--- config.mk ---
export PLATFORM = sky130hd
export DESIGN_NAME = epx_panel_ctrl
export DESIGN_NICKNAME = d
export VERILOG_FILES = /design/src/epx_pkg.sv /design/src/epx_panel_ctrl.sv
export SDC_FILE = /design/constraint.sdc
export NUM_CORES = 1
export LEC_CHECK = 0
export BUFFER_PORTS_ARGS = -buffer_cell sky130_fd_sc_hd__buf_4
export CAP_MARGIN = 20
export CORE_MARGIN = 3
export CORE_UTILIZATION = 52
export DETAILED_ROUTE_END_ITERATION = 10
export PLACE_DENSITY = 0.68
export SKIP_LAST_GASP = 1
export SLEW_MARGIN = 15
export SYNTH_ARGS = -nofsm -noshare
export SYNTH_HDL_FRONTEND = slang
export SYNTH_SLANG_ARGS = --single-unit
--- constraint.sdc ---
create_clock -name mclk -period 4.1 [get_ports mclk]
set_input_delay 0.41 -clock mclk [delete_from_list [all_inputs] [get_ports mclk]]
set_output_delay 0.41 -clock mclk [all_outputs]
set_load 0.05 [all_outputs]
--- src/epx_pkg.sv ---
package epx_pkg;
  // ----------------------------------------
  // clocking
  // ----------------------------------------
  localparam int MCLK_HZ = 25_000_000;
  localparam int MCLK_PER_PIX = 2;
  // ----------------------------------------
  // line timing, in pixel clocks
  // ----------------------------------------
  localparam int LINE_SYNC_LEN = 2;
  localparam int LINE_LEAD_BLANK_LEN = 7;
  localparam int LINE_ACTIVE_LEN = 300;
  localparam int LINE_TRAIL_LEN = 71;
  localparam int LINE_LEN = LINE_SYNC_LEN + LINE_LEAD_BLANK_LEN + LINE_ACTIVE_LEN
    + LINE_TRAIL_LEN;
  localparam int ROW_CLOCK_START_OFFSET = 10;
  localparam int ROW_ON_LENGTH = 256;
  localparam int H_ACT_FIRST = LINE_SYNC_LEN + LINE_LEAD_BLANK_LEN;
  localparam int H_ACT_END = H_ACT_FIRST + LINE_ACTIVE_LEN;
  localparam int H_LATCH = H_ACT_END + 1;
  // ----------------------------------------
  // frame timing, in lines
  // ----------------------------------------
  localparam int FRAME_SYNC_LINES = 1;
  localparam int FRAME_LEAD_BLANK_LINES = 4;
  localparam int FRAME_ACTIVE_LINES = 1034;
  localparam int FRAME_TRAIL_LINES = 14;
  localparam int FRAME_LINES = FRAME_SYNC_LINES + FRAME_LEAD_BLANK_LINES
    + FRAME_ACTIVE_LINES + FRAME_TRAIL_LINES;
  localparam int V_ROW_START = FRAME_SYNC_LINES;
  localparam int V_ACT_FIRST = FRAME_SYNC_LINES + FRAME_LEAD_BLANK_LINES;
  localparam int V_ACT_END = V_ACT_FIRST + FRAME_ACTIVE_LINES;
  // ----------------------------------------
  // supply sequencing and data buffer
  // ----------------------------------------
  localparam int STEP_TIME_US = 1000;
  localparam int DISCH_TIME_MS = 500;
  localparam int STEP_CYCLES = STEP_TIME_US * (MCLK_HZ / 1_000_000);
  localparam int DISCH_CYCLES = DISCH_TIME_MS * (MCLK_HZ / 1000);
  localparam int RAIL_VDD = 0;
  localparam int RAIL_NEG_COLUMN_RAIL = 1;
  localparam int RAIL_VEE = 2;
  localparam int RAIL_POS_COLUMN_RAIL = 3;
  localparam int RAIL_VGH = 4;
  localparam int RAIL_VCOM = 5;
  localparam int RAIL_N = 6;
  localparam int FIFO_W = 8;
  localparam int FIFO_D = 32;

  typedef enum logic [2:0] {
    PWR_OFF = 3'b000,
    PWR_UP = 3'b001,
    PWR_ON = 3'b010,
    PWR_STOP = 3'b011,
    PWR_DOWN = 3'b100,
    PWR_DISCH = 3'b101
  } epx_pwr_state_t;

  typedef struct packed {
    logic clk;
    logic start_n;
    logic latch;
    logic oe;
    logic [FIFO_W-1:0] data;
  } epx_src_t;

  typedef struct packed {
    logic clk;
    logic start;
    logic mode;
  } epx_gate_t;
endpackage

--- src/epx_panel_ctrl.sv ---
// Operation
// pixel clock carries 8 pixels per cycle for the 2400x1034 panel
// line is sync 2, lead blank 7, data 300, trail 71 pixel clocks
// row clock starts 10 pixel clocks into the line, high 256
// frame is 1 sync, 4 lead, 1034 active, 14 trail lines; max 75 Hz
// row-on window follows the row clock; line clock stays internal
// fixed option: row start equals lead blank, length data plus half
// row output mode low in sync line; row start in first lead line
// clock, start, latch, enable and row pins map one to one
// source rails up: logic, negative, positive, then common
// gate rails up: logic, negative gate, then positive gate
// logic off 0.5 s after negative gate off and discharged
// latch strobe pulses after each line's data is shifted
// rails go down in reverse order after drive stops
// line is 380 pixel clocks; counters wrap together at frame end
`timescale 1ns/1ps
`default_nettype none
module epx_fifo #(
  parameter int W = 8,
  parameter int D = 32
) (
  // clock and reset
  input wire logic mclk,
  input wire logic rst_n,
  // fill side
  input wire logic in_valid,
  output logic in_ready,
  input wire logic [W-1:0] in_data,
  // drain side
  output logic out_valid,
  input wire logic out_ready,
  output logic [W-1:0] out_data
);
  localparam int AW = $clog2(D);
  localparam logic [AW:0] FULL = (AW+1)'(D);
  logic [W-1:0] mem [D];
  logic [AW:0] wp_q;
  logic [AW:0] rp_q;

  assign in_ready = (wp_q - rp_q) != FULL;
  assign out_valid = wp_q != rp_q;
  assign out_data = mem[rp_q[AW-1:0]];

  always_ff @(posedge mclk)
  begin
    if (in_valid && in_ready)
      mem[wp_q[AW-1:0]] <= in_data;
  end

  always_ff @(posedge mclk or negedge rst_n)
  begin
    if (!rst_n)
    begin
      wp_q <= '0;
      rp_q <= '0;
    end
    else
    begin
      if (in_valid && in_ready)
        wp_q <= wp_q + 1'b1;
      if (out_valid && out_ready)
        rp_q <= rp_q + 1'b1;
    end
  end
endmodule // epx_fifo

module epx_panel_ctrl
  import epx_pkg::*;
#(
  parameter int STEP_CYC = STEP_CYCLES,
  parameter int DISCH_CYC = DISCH_CYCLES,
  parameter bit FIXED_ROW_TIMING = 1'b0
) (
  // clock and reset
  input wire logic mclk,
  input wire logic rst_n,
  // user side
  input wire logic power_req,
  input wire logic pix_valid,
  output logic pix_ready,
  input wire logic [FIFO_W-1:0] pix_data,
  input wire logic underrun_clr,
  output logic underrun,
  output logic power_good,
  // panel drive pins
  output var epx_src_t src_pins,
  output var epx_gate_t gate_pins,
  output logic row_on_window,
  // supply enables and discharge sense
  output logic [RAIL_N-1:0] rail_en,
  input wire logic neg_row_rail_discharged
);
  // ----------------------------------------
  // constants at signal width
  // ----------------------------------------
  localparam logic [8:0] H_LAST = 9'(LINE_LEN - 1);
  localparam logic [10:0] V_LAST = 11'(FRAME_LINES - 1);
  localparam logic [9:0] RS2 = FIXED_ROW_TIMING ? 10'(MCLK_PER_PIX * LINE_LEAD_BLANK_LEN)
    : 10'(MCLK_PER_PIX * ROW_CLOCK_START_OFFSET);
  localparam logic [9:0] RL2 = FIXED_ROW_TIMING ? 10'(MCLK_PER_PIX * LINE_ACTIVE_LEN + 1)
    : 10'(MCLK_PER_PIX * ROW_ON_LENGTH);
  localparam logic [23:0] STEP_LAST = 24'(STEP_CYC - 1);
  localparam logic [23:0] DISCH_LAST = 24'(DISCH_CYC - 1);

  epx_pwr_state_t st_q;
  logic [23:0] timer_q;
  logic [2:0] step_q;
  logic [RAIL_N-1:0] rails_q;
  logic [2:0] sns_q;
  logic dischg_q;
  logic phase_q;
  logic [8:0] h_q;
  logic [10:0] v_q;
  logic [8:0] h_d;
  logic [10:0] v_d;
  logic run;
  logic tick;
  logic frame_end;
  logic act_line_d;
  logic act_px_d;
  logic fifo_valid;
  logic [FIFO_W-1:0] fifo_data;
  logic pop;
  logic [9:0] pos;
  logic row_q;
  logic underrun_q;
  logic pgood_q;
  epx_src_t src_q;
  epx_gate_t gate_q;

  // ----------------------------------------
  // data buffer
  // ----------------------------------------
  epx_fifo #(.W(FIFO_W), .D(FIFO_D)) u_fifo (
    .mclk(mclk),
    .rst_n(rst_n),
    .in_valid(pix_valid),
    .in_ready(pix_ready),
    .in_data(pix_data),
    .out_valid(fifo_valid),
    .out_ready(pop),
    .out_data(fifo_data)
  );

  // ----------------------------------------
  // discharge sense synchroniser
  // ----------------------------------------
  always_ff @(posedge mclk or negedge rst_n)
  begin
    if (!rst_n)
    begin
      sns_q <= 3'h0;
      dischg_q <= 1'b0;
    end
    else
    begin
      sns_q <= {sns_q[1:0], neg_row_rail_discharged};
      if (sns_q[1] == sns_q[2])
        dischg_q <= sns_q[2];
    end
  end

  // ----------------------------------------
  // supply sequencer
  // ----------------------------------------
  // one interleaved order satisfies both the source and the gate chains
  function automatic int up_bit(input logic [2:0] s);
    case (s)
      3'h0: up_bit = RAIL_VDD;
      3'h1: up_bit = RAIL_NEG_COLUMN_RAIL;
      3'h2: up_bit = RAIL_VEE;
      3'h3: up_bit = RAIL_POS_COLUMN_RAIL;
      3'h4: up_bit = RAIL_VGH;
      default: up_bit = RAIL_VCOM;
    endcase
  endfunction

  function automatic int dn_bit(input logic [2:0] s);
    case (s)
      3'h0: dn_bit = RAIL_VCOM;
      3'h1: dn_bit = RAIL_VGH;
      3'h2: dn_bit = RAIL_POS_COLUMN_RAIL;
      3'h3: dn_bit = RAIL_NEG_COLUMN_RAIL;
      default: dn_bit = RAIL_VEE;
    endcase
  endfunction

  assign run = (st_q == PWR_ON) || (st_q == PWR_STOP);

  always_ff @(posedge mclk or negedge rst_n)
  begin
    if (!rst_n)
    begin
      st_q <= PWR_OFF;
      timer_q <= 24'h0;
      step_q <= 3'h0;
    end
    else
    begin
      case (st_q)
        PWR_OFF:
        begin
          timer_q <= 24'h0;
          step_q <= 3'h0;
          if (power_req)
            st_q <= PWR_UP;
        end
        PWR_UP:
        begin
          timer_q <= (timer_q == STEP_LAST) ? 24'h0 : timer_q + 24'h1;
          if (timer_q == STEP_LAST)
          begin
            step_q <= step_q + 3'h1;
            if (step_q == 3'h5)
              st_q <= PWR_ON;
          end
        end
        PWR_ON:
          if (!power_req)
            st_q <= PWR_STOP;
        PWR_STOP:
        begin
          timer_q <= 24'h0;
          step_q <= 3'h0;
          if (frame_end)
            st_q <= PWR_DOWN;
        end
        PWR_DOWN:
        begin
          timer_q <= (timer_q == STEP_LAST) ? 24'h0 : timer_q + 24'h1;
          if (timer_q == STEP_LAST)
          begin
            step_q <= step_q + 3'h1;
            if (step_q == 3'h4)
              st_q <= PWR_DISCH;
          end
        end
        PWR_DISCH:
        begin
          if (timer_q != DISCH_LAST)
            timer_q <= timer_q + 24'h1;
          else if (dischg_q)
            st_q <= PWR_OFF;
        end
        default:
          st_q <= PWR_OFF;
      endcase
    end
  end

  always_ff @(posedge mclk or negedge rst_n)
  begin
    if (!rst_n)
      rails_q <= '0;
    else if (st_q == PWR_UP && timer_q == STEP_LAST)
      rails_q[up_bit(step_q)] <= 1'b1;
    else if (st_q == PWR_DOWN && timer_q == STEP_LAST)
      rails_q[dn_bit(step_q)] <= 1'b0;
    else if (st_q == PWR_DISCH && timer_q == DISCH_LAST && dischg_q)
      rails_q[RAIL_VDD] <= 1'b0;
  end

  always_ff @(posedge mclk or negedge rst_n)
  begin
    if (!rst_n)
      pgood_q <= 1'b0;
    else
      pgood_q <= st_q == PWR_ON;
  end

  // ----------------------------------------
  // line and frame counters
  // ----------------------------------------
  // pixel clock is mclk/2, so the frame runs below 75 Hz by construction
  assign tick = phase_q;
  assign h_d = (h_q == H_LAST) ? 9'h0 : h_q + 9'h1;
  assign v_d = (h_q != H_LAST) ? v_q : (v_q == V_LAST) ? 11'h0 : v_q + 11'h1;
  assign frame_end = tick && h_q == H_LAST && v_q == V_LAST;
  assign act_line_d = v_d >= 11'(V_ACT_FIRST) && v_d < 11'(V_ACT_END);
  assign act_px_d = h_d >= 9'(H_ACT_FIRST) && h_d < 9'(H_ACT_END);
  assign pop = run && tick && act_line_d && act_px_d && fifo_valid;
  assign pos = {h_q, phase_q};

  always_ff @(posedge mclk or negedge rst_n)
  begin
    if (!rst_n)
    begin
      phase_q <= 1'b0;
      h_q <= 9'h0;
      v_q <= 11'h0;
    end
    else if (!run)
    begin
      phase_q <= 1'b0;
      h_q <= 9'h0;
      v_q <= 11'h0;
    end
    else
    begin
      phase_q <= ~phase_q;
      if (tick)
      begin
        h_q <= h_d;
        v_q <= v_d;
      end
    end
  end

  // ----------------------------------------
  // column drive
  // ----------------------------------------
  // data and strobes change with the clock low, giving half a period of setup
  always_ff @(posedge mclk or negedge rst_n)
  begin
    if (!rst_n)
      src_q <= '{clk: 1'b0, start_n: 1'b1, latch: 1'b0, oe: 1'b0, data: '0};
    else if (!run)
      src_q <= '{clk: 1'b0, start_n: 1'b1, latch: 1'b0, oe: 1'b0, data: '0};
    else if (tick)
    begin
      src_q.clk <= 1'b0;
      src_q.data <= pop ? fifo_data : '0;
      src_q.start_n <= !(act_line_d && h_d == 9'(H_ACT_FIRST));
      src_q.latch <= act_line_d && h_d == 9'(H_LATCH);
      src_q.oe <= act_line_d;
    end
    else
      // clock the pixel now on the bus, not the one that follows it
      src_q.clk <= src_q.oe && h_q >= 9'(H_ACT_FIRST) && h_q < 9'(H_ACT_END);
  end

  always_ff @(posedge mclk or negedge rst_n)
  begin
    if (!rst_n)
      underrun_q <= 1'b0;
    else if (run && tick && act_line_d && act_px_d && !fifo_valid)
      underrun_q <= 1'b1;
    else if (underrun_clr)
      underrun_q <= 1'b0;
  end

  // ----------------------------------------
  // row drive
  // ----------------------------------------
  always_ff @(posedge mclk or negedge rst_n)
  begin
    if (!rst_n)
    begin
      row_q <= 1'b0;
      gate_q <= '0;
    end
    else if (!run)
    begin
      row_q <= 1'b0;
      gate_q <= '0;
    end
    else
    begin
      row_q <= pos >= RS2 && pos < RS2 + RL2;
      gate_q.clk <= pos >= RS2 && pos < RS2 + RL2;
      gate_q.start <= v_q == 11'(V_ROW_START);
      gate_q.mode <= v_q >= 11'(FRAME_SYNC_LINES);
    end
  end

  assign src_pins = src_q;
  assign gate_pins = gate_q;
  assign row_on_window = row_q;
  assign rail_en = rails_q;
  assign underrun = underrun_q;
  assign power_good = pgood_q;

  // ----------------------------------------
  // checks
  // ----------------------------------------
  logic [9:0] row_len_q;

  always_ff @(posedge mclk or negedge rst_n)
  begin
    if (!rst_n)
      row_len_q <= 10'h0;
    else
      row_len_q <= row_q ? row_len_q + 10'h1 : 10'h0;
  end
endmodule // epx_panel_ctrl
`default_nettype wire

* After elaboration in Yosys (flattened, before gate mapping) *
Memory sizes are Yosys's and may differ from the RTL's.
Index checks and enable logic that the tools add are counted.
Widths: inputs -> output; s select.

word-level totals
  word-level logic and storage cells = 165
  register bits = 91
  latch bits = 0
  memories kept = 1
  memory bits (writable) = 256
  bits in read-only memories = 0
  input port bits = 14
  output and inout port bits = 25

memories
  name        depth  bits a word  read ports  clocked after Yosys merged registers in  wr ports  line                  source
  u_fifo.mem  32     8            1           0                                        1         epx_panel_ctrl.sv:36  logic [W-1:0] mem [D];

operators by class
  equal/unequal tests = 34
  multipliers = 0
  $add $sub $neg = 7
  shifts and indexed selects = 0
  bitwise logic cells = 4
  divide/modulo/power cells = 0
  reductions and logical operators = 37
  mux-type cells = 46
  magnitude comparators = 13

operators with widths
  operator               count
  $mux 32                3
  $pmux 24 s3            1
  $ge 32x1->1 const B    2
  $lt 32x5->1 const B    2
  $mux 11                5
  $mux 24                2
  $mux 3                 11
  $mux 9                 3
  $add 24x1->24 const B  1
  $eq 24x15->1 const B   1
  $eq 24x24->1 const B   1
  $ne 24x24->1 const B   1
  $logic_and 1x1->1      22
  $ne 2x2->1 const B     11
  $eq 9x9->1 const B     2
  $ge 9x4->1 const B     2
  $lt 9x9->1 const B     2
  $pmux 3 s6             1
  $pmux 3 s5             1
  $add 6x1->6 const B    2
  $eq 3x2->1 const B     4
  $eq 3x3->1 const B     4
  $mux 12                1
  $pmux 3 s4             1
  other kinds (36)       55

* Logic depth before layout (Yosys ltp) *
  depth in word-level cells = 12
  mapped depth = 14

* Modules after synthesis *
A second synthesis with hierarchy kept.

unflattened totals
  cell total of the unflattened synthesis = 1076
  area, all modules = 15643.8 um^2

by module, submodules not included
  module          sequential area each (um^2)  instances  cells each  area an instance (um^2)
  epx_fifo        7987.7                       1          506         10714.0
  epx_panel_ctrl  1953.1                       1          570         4929.7

* Worst setup path after synthesis *
Ideal clock, no wire load.

  kind = reg2reg
  start point = reg u_fifo.rp_q[1]
  end point = mem u_fifo.mem[10][0] (enable)
  required time = 3730 ps
  cell stages (with the launch flop) = 15
  setup slack = 129 ps
  data arrival time = 3601 ps
  path buffers = 4
  cells stage by stage = dfrtp_1 -> clkbuf_1 -> clkbuf_1 -> buf_1 -> inv_1 -> ha_1 -> nor2b_1 -> o21a_1 -> o21a_1 -> o211ai_1 -> a211o_1 -> and2_1 -> clkbuf_1 -> nand2_1 -> nor2_1

on the way
  cells in the longest elaborated chain, start to end = 5

ends and longest elaborated chain
  what                          line                  source
  start: declaration            epx_panel_ctrl.sv:38  logic [AW:0] rp_q;
  start signal: assignment      epx_panel_ctrl.sv:62  rp_q <= rp_q + 1'b1;
  $sub 6x6->6                   epx_panel_ctrl.sv:40  assign in_ready = (wp_q - rp_q) != FULL;
  $ne 6x6->1                    epx_panel_ctrl.sv:40
  net pix_ready                 epx_panel_ctrl.sv:80  output logic pix_ready,
  $logic_and 1x1->1             epx_panel_ctrl.sv:46  if (in_valid && in_ready)
  $mux 1                        epx_panel_ctrl.sv:46
  $mux 1 (not written as such)  epx_panel_ctrl.sv:47  mem[wp_q[AW-1:0]] <= in_data;
  end: declaration              epx_panel_ctrl.sv:36

The timed path passes the listed nets, and every way through them passes these cells.

* Worst setup path in the final report *
  start point = reg h_q[0]
  end point = reg u_fifo.rp_q[1]

on the way
  cells in the longest elaborated chain, start to end = 8

ends and longest elaborated chain
  what                                                 line                   source
  start: declaration                                   epx_panel_ctrl.sv:112  logic [8:0] h_q;
  start signal: assignment                             epx_panel_ctrl.sv:289  h_q <= 9'h0;
  start signal: assignment                             epx_panel_ctrl.sv:295  h_q <= 9'h0;
  start signal: assignment                             epx_panel_ctrl.sv:303  h_q <= h_d;
  branches (longest 5 deep; another with $add 9x1->9)  n/a
  $logic_and 1x1->1 (*) (2 in a row)                   epx_panel_ctrl.sv:281  assign pop = run && tick && act_line_d && act_px_d && fifo_valid;
  $logic_and 1x1->1 (*)                                epx_panel_ctrl.sv:61   if (out_valid && out_ready)

Mark *: on every way between the ends.
A chain may end at the register's enable or synchronous reset.

==> impl_metrics.csv <==
group,metric,value,unit
clock_tree,cts_tree,"done",
critical_path,worstPathRequired,4.49,ns
critical_path,slowest_delay,0.54,ns
final_layout,design_area,17100,um2
grt,antenna_found_initial,0,
timing,hold_viol,0,
logic_synthesis,ys_types,71,
timing,timing.setup.tns,0,ns
min_path,hp-start,"underrun_clr",
logic_synthesis,async_flop_share,0.260,
grt,grt_pass1_wl,50800,um
clock_tree,path_clk_slew,0.06,ns
logic_synthesis,synth-seq-area-share,0.652,
clock_tree,clock_latency,0.53,ns
final_layout,antenna_cells,0,
die,die_w,177,um
power,powerDensity,493,nW/um2
critical_path,worstSetupPathType,"reg2reg",
timing,worst_slew_pin_slew,0.941,ns
timing,slew_headroom,0.373,
place,dpl_cell_area,15900,um2
final_layout,final_common_cell,"edfxtp_1",
timing,report.final.slew_viol_count,0,
critical_path,crit_chain,"ha_1, and4b_1, nand3_1, or3_1, o2bb2ai_1, o311ai_2, o31ai_4, nand3_4, mux2_4",
timing,timing.final.crit_share,0.817,
grt,grt_max_degree,69,
grt,track_usage,0.208,
clock_tree,ctsResizeCount,0,
clock_tree,postCtsSetupRepairBufs,0,
route,first_iter_violations,820,
final_layout,layout_common_cells,"edfxtp_1 (256), nor2_1 (91), dfrtp_1 (87)",
die,core_area,28800,um2
job,max_cap_violations,0,
logic_synthesis,synth-edff-count,256,
logic_synthesis,yosys_register_bits,346,
critical_path,startpoint,"h_q[0]$_DFFE_PN0N_",
timing,setup_viol,0,
logic_synthesis,syn_inst,1019,
critical_path,cp_slowest_cell,"or3_1",
die,rows,62,
logic_synthesis,postSynthNetCount,1057,
min_path,min_path_type,"in2reg",
route,ant_nets,0,
route,vias,8710,
route,drt_first_pass_iters,5,
route,route.detailed.drc,0,
grt,overflow,0,
clock_tree,cts-htree-levels,2,
die,pin_count,39,
critical_path,reg2reg_from,"h_q[0]$_DFFE_PN0N_",
place,port_buffers,38,
route,vias_per_cell,5.93,
final_layout,drive_gt1_frac,0.194,
timing,period_minus_slack,3.35,ns
power,p_leak,0.00591,uW
logic_synthesis,syn_area_per_cell,15.0,um2
logic_synthesis,syn_area,15200,um2
clock_tree,cts_hold_buf,2,
clock_tree,root_buffer,"clkbuf_16",
final_layout,syn2layout_area_growth,12.3,%
critical_path,arrival,3.74,ns
route,wirelength,31400,um
critical_path,worst_setup_path_start_kind,"flip-flop",
timing,finClkSkew,0.0258,ns
place,hpwl,20300,um
timing,clock.fmax,0.299,GHz
final_layout,fin_nets,1099,
die,start_util,0.529,
die,dieArea,31400,um2
clock_tree,cts_buffers,37,
critical_path,critical_path_peak_fanout,12,
place,place.gp.congestion,0.887,
critical_path,cp-end-kind,"flip-flop",
logic_synthesis,synth-main-ff-cell,"edfxtp_1",
timing,rsz0062_at_grt,"no",
clock_tree,cts_sinks,346,
power,vdd_drop_max,386,uV
route,wl_per_cell,21.4,um
logic_synthesis,yosys_warnings,0,
grt,first_global_vias,9015,
die,die_y,177,um
status,status,"complete, no violations",
clock_tree,clockBufferDepth,3,
==> power breakdown <==
part,internal [uW],leakage [uW],switching [uW]
Sequential,3990,0.00353,161
Combinational,335,0.00181,708
Clock,1900,0.000574,1340
==> per-stage QoR <==
stage	hold slack, ns	total power, uW	setup WS, ns	std cells	util
after floorplan	0.114	4900	0.129	1019	-
after global placement	0.344	5240	0.841	1404	0.553
after detailed placement	0.337	5260	0.734	1404	0.553
after CTS	0.0794	8510	0.722	1469	0.595
after global routing	0.0868	8810	0.555	1469	0.595
final	0.0942	8440	0.752	1469	0.595
==> cells in the mapped netlist (all sizes together), types with 4 or more instances <==
library cell  instances  area share
buf                  18      0.0058
a21o                  5      0.0025
o31ai                14      0.0078
o21ai                59       0.019
and4                  7      0.0040
edfxtp              256        0.50
xnor2                15      0.0086
and2                  8      0.0033
nor4                  9      0.0047
dfrtp                89        0.15
nor2                 93       0.023
nand3b                7      0.0034
and3                  9      0.0037
clkbuf               37      0.0091
o21a                  7      0.0034
or3                   9      0.0040
nor3                 18      0.0059
ha                   24       0.020
a21oi                28      0.0092
nor2b                 9      0.0037
o41ai                 6      0.0034
inv                  30      0.0074
nand2                55       0.014
mux2i                11      0.0072
o22ai                 4      0.0016
nand4                17      0.0074
or2                   4      0.0016
mux4                 80        0.12
xor2                 13      0.0075
nand3                30       0.011
==> registers in the layout, summed over array words and instances, names as in the netlist, 3 cells and up <==
| signal | flops |
|---|---|
| st_q | 3 |
| u_fifo.wp_q | 6 |
| h_q | 9 |
| v_q | 11 |
| sns_q | 3 |
| timer_q | 24 |
| src_pins | 12 |
| u_fifo.rp_q | 6 |
| rail_en | 6 |
| u_fifo.mem | 256 |
| gate_pins | 3 |
| step_q | 3 |
==> worst max-delay path: cells and delay by family (launching register included) <==
kind / cells / cell delay, ns
and+or+nand+nor: 4 / 1.30
muxes: 1 / 0.31
adders and majority gates: 1 / 0.30
AOI/OAI and AO/OA: 3 / 0.79
DFF: 1 / 0.51
==> cells by family after synthesis <==
family                     Yosys count  share of synthesized area
muxes                               92                      0.126
AOI/OAI and AO/OA                  150                     0.0631
xor gates and xnor gates            28                     0.0161
adders and majority gates           26                     0.0210
DFF                                346                      0.652
buffers and inverters               85                     0.0223
and+or+nand+nor                    292                     0.0986
==> layout make-up <==
class / count / area, um2
Timing Repair Buffer: 58 / 440
Multi-Input combinational cell: 588 / 4960
Sequential cell: 346 / 9950
Inverter: 30 / 113
Clock buffer: 45 / 977
Fill cell: 2186 / 11700
Tap cell: 384 / 480
Clock inverter: 18 / 204
==> final timing paths <==
kind	end	depth (start not counted)	slack (ns)
worst max-delay path	u_fifo.rp_q[1]$_DFFE_PN0P_	9	0.75
min in group asynchronous	h_q[2]$_DFFE_PN0N_	2	0.47
worst min-delay path	underrun$_DFFE_PN0P_	2	0.09
worst min register to register	sns_q[1]$_DFF_PN0_	0	0.36
worst max register to register	u_fifo.rp_q[1]$_DFFE_PN0P_	9	0.75
max in group asynchronous	timer_q[9]$_DFFE_PN0P_	3	2.65
==> routing by layer <==
layer	routed length, um	track usage	share of wire
met5	0	0	0
met2	14600	0.325	0.46
met4	777	0.0615	0.025
met3	1690	0.0313	0.054
met1	14400	0.307	0.46
(Power assumes the default switching activity.)
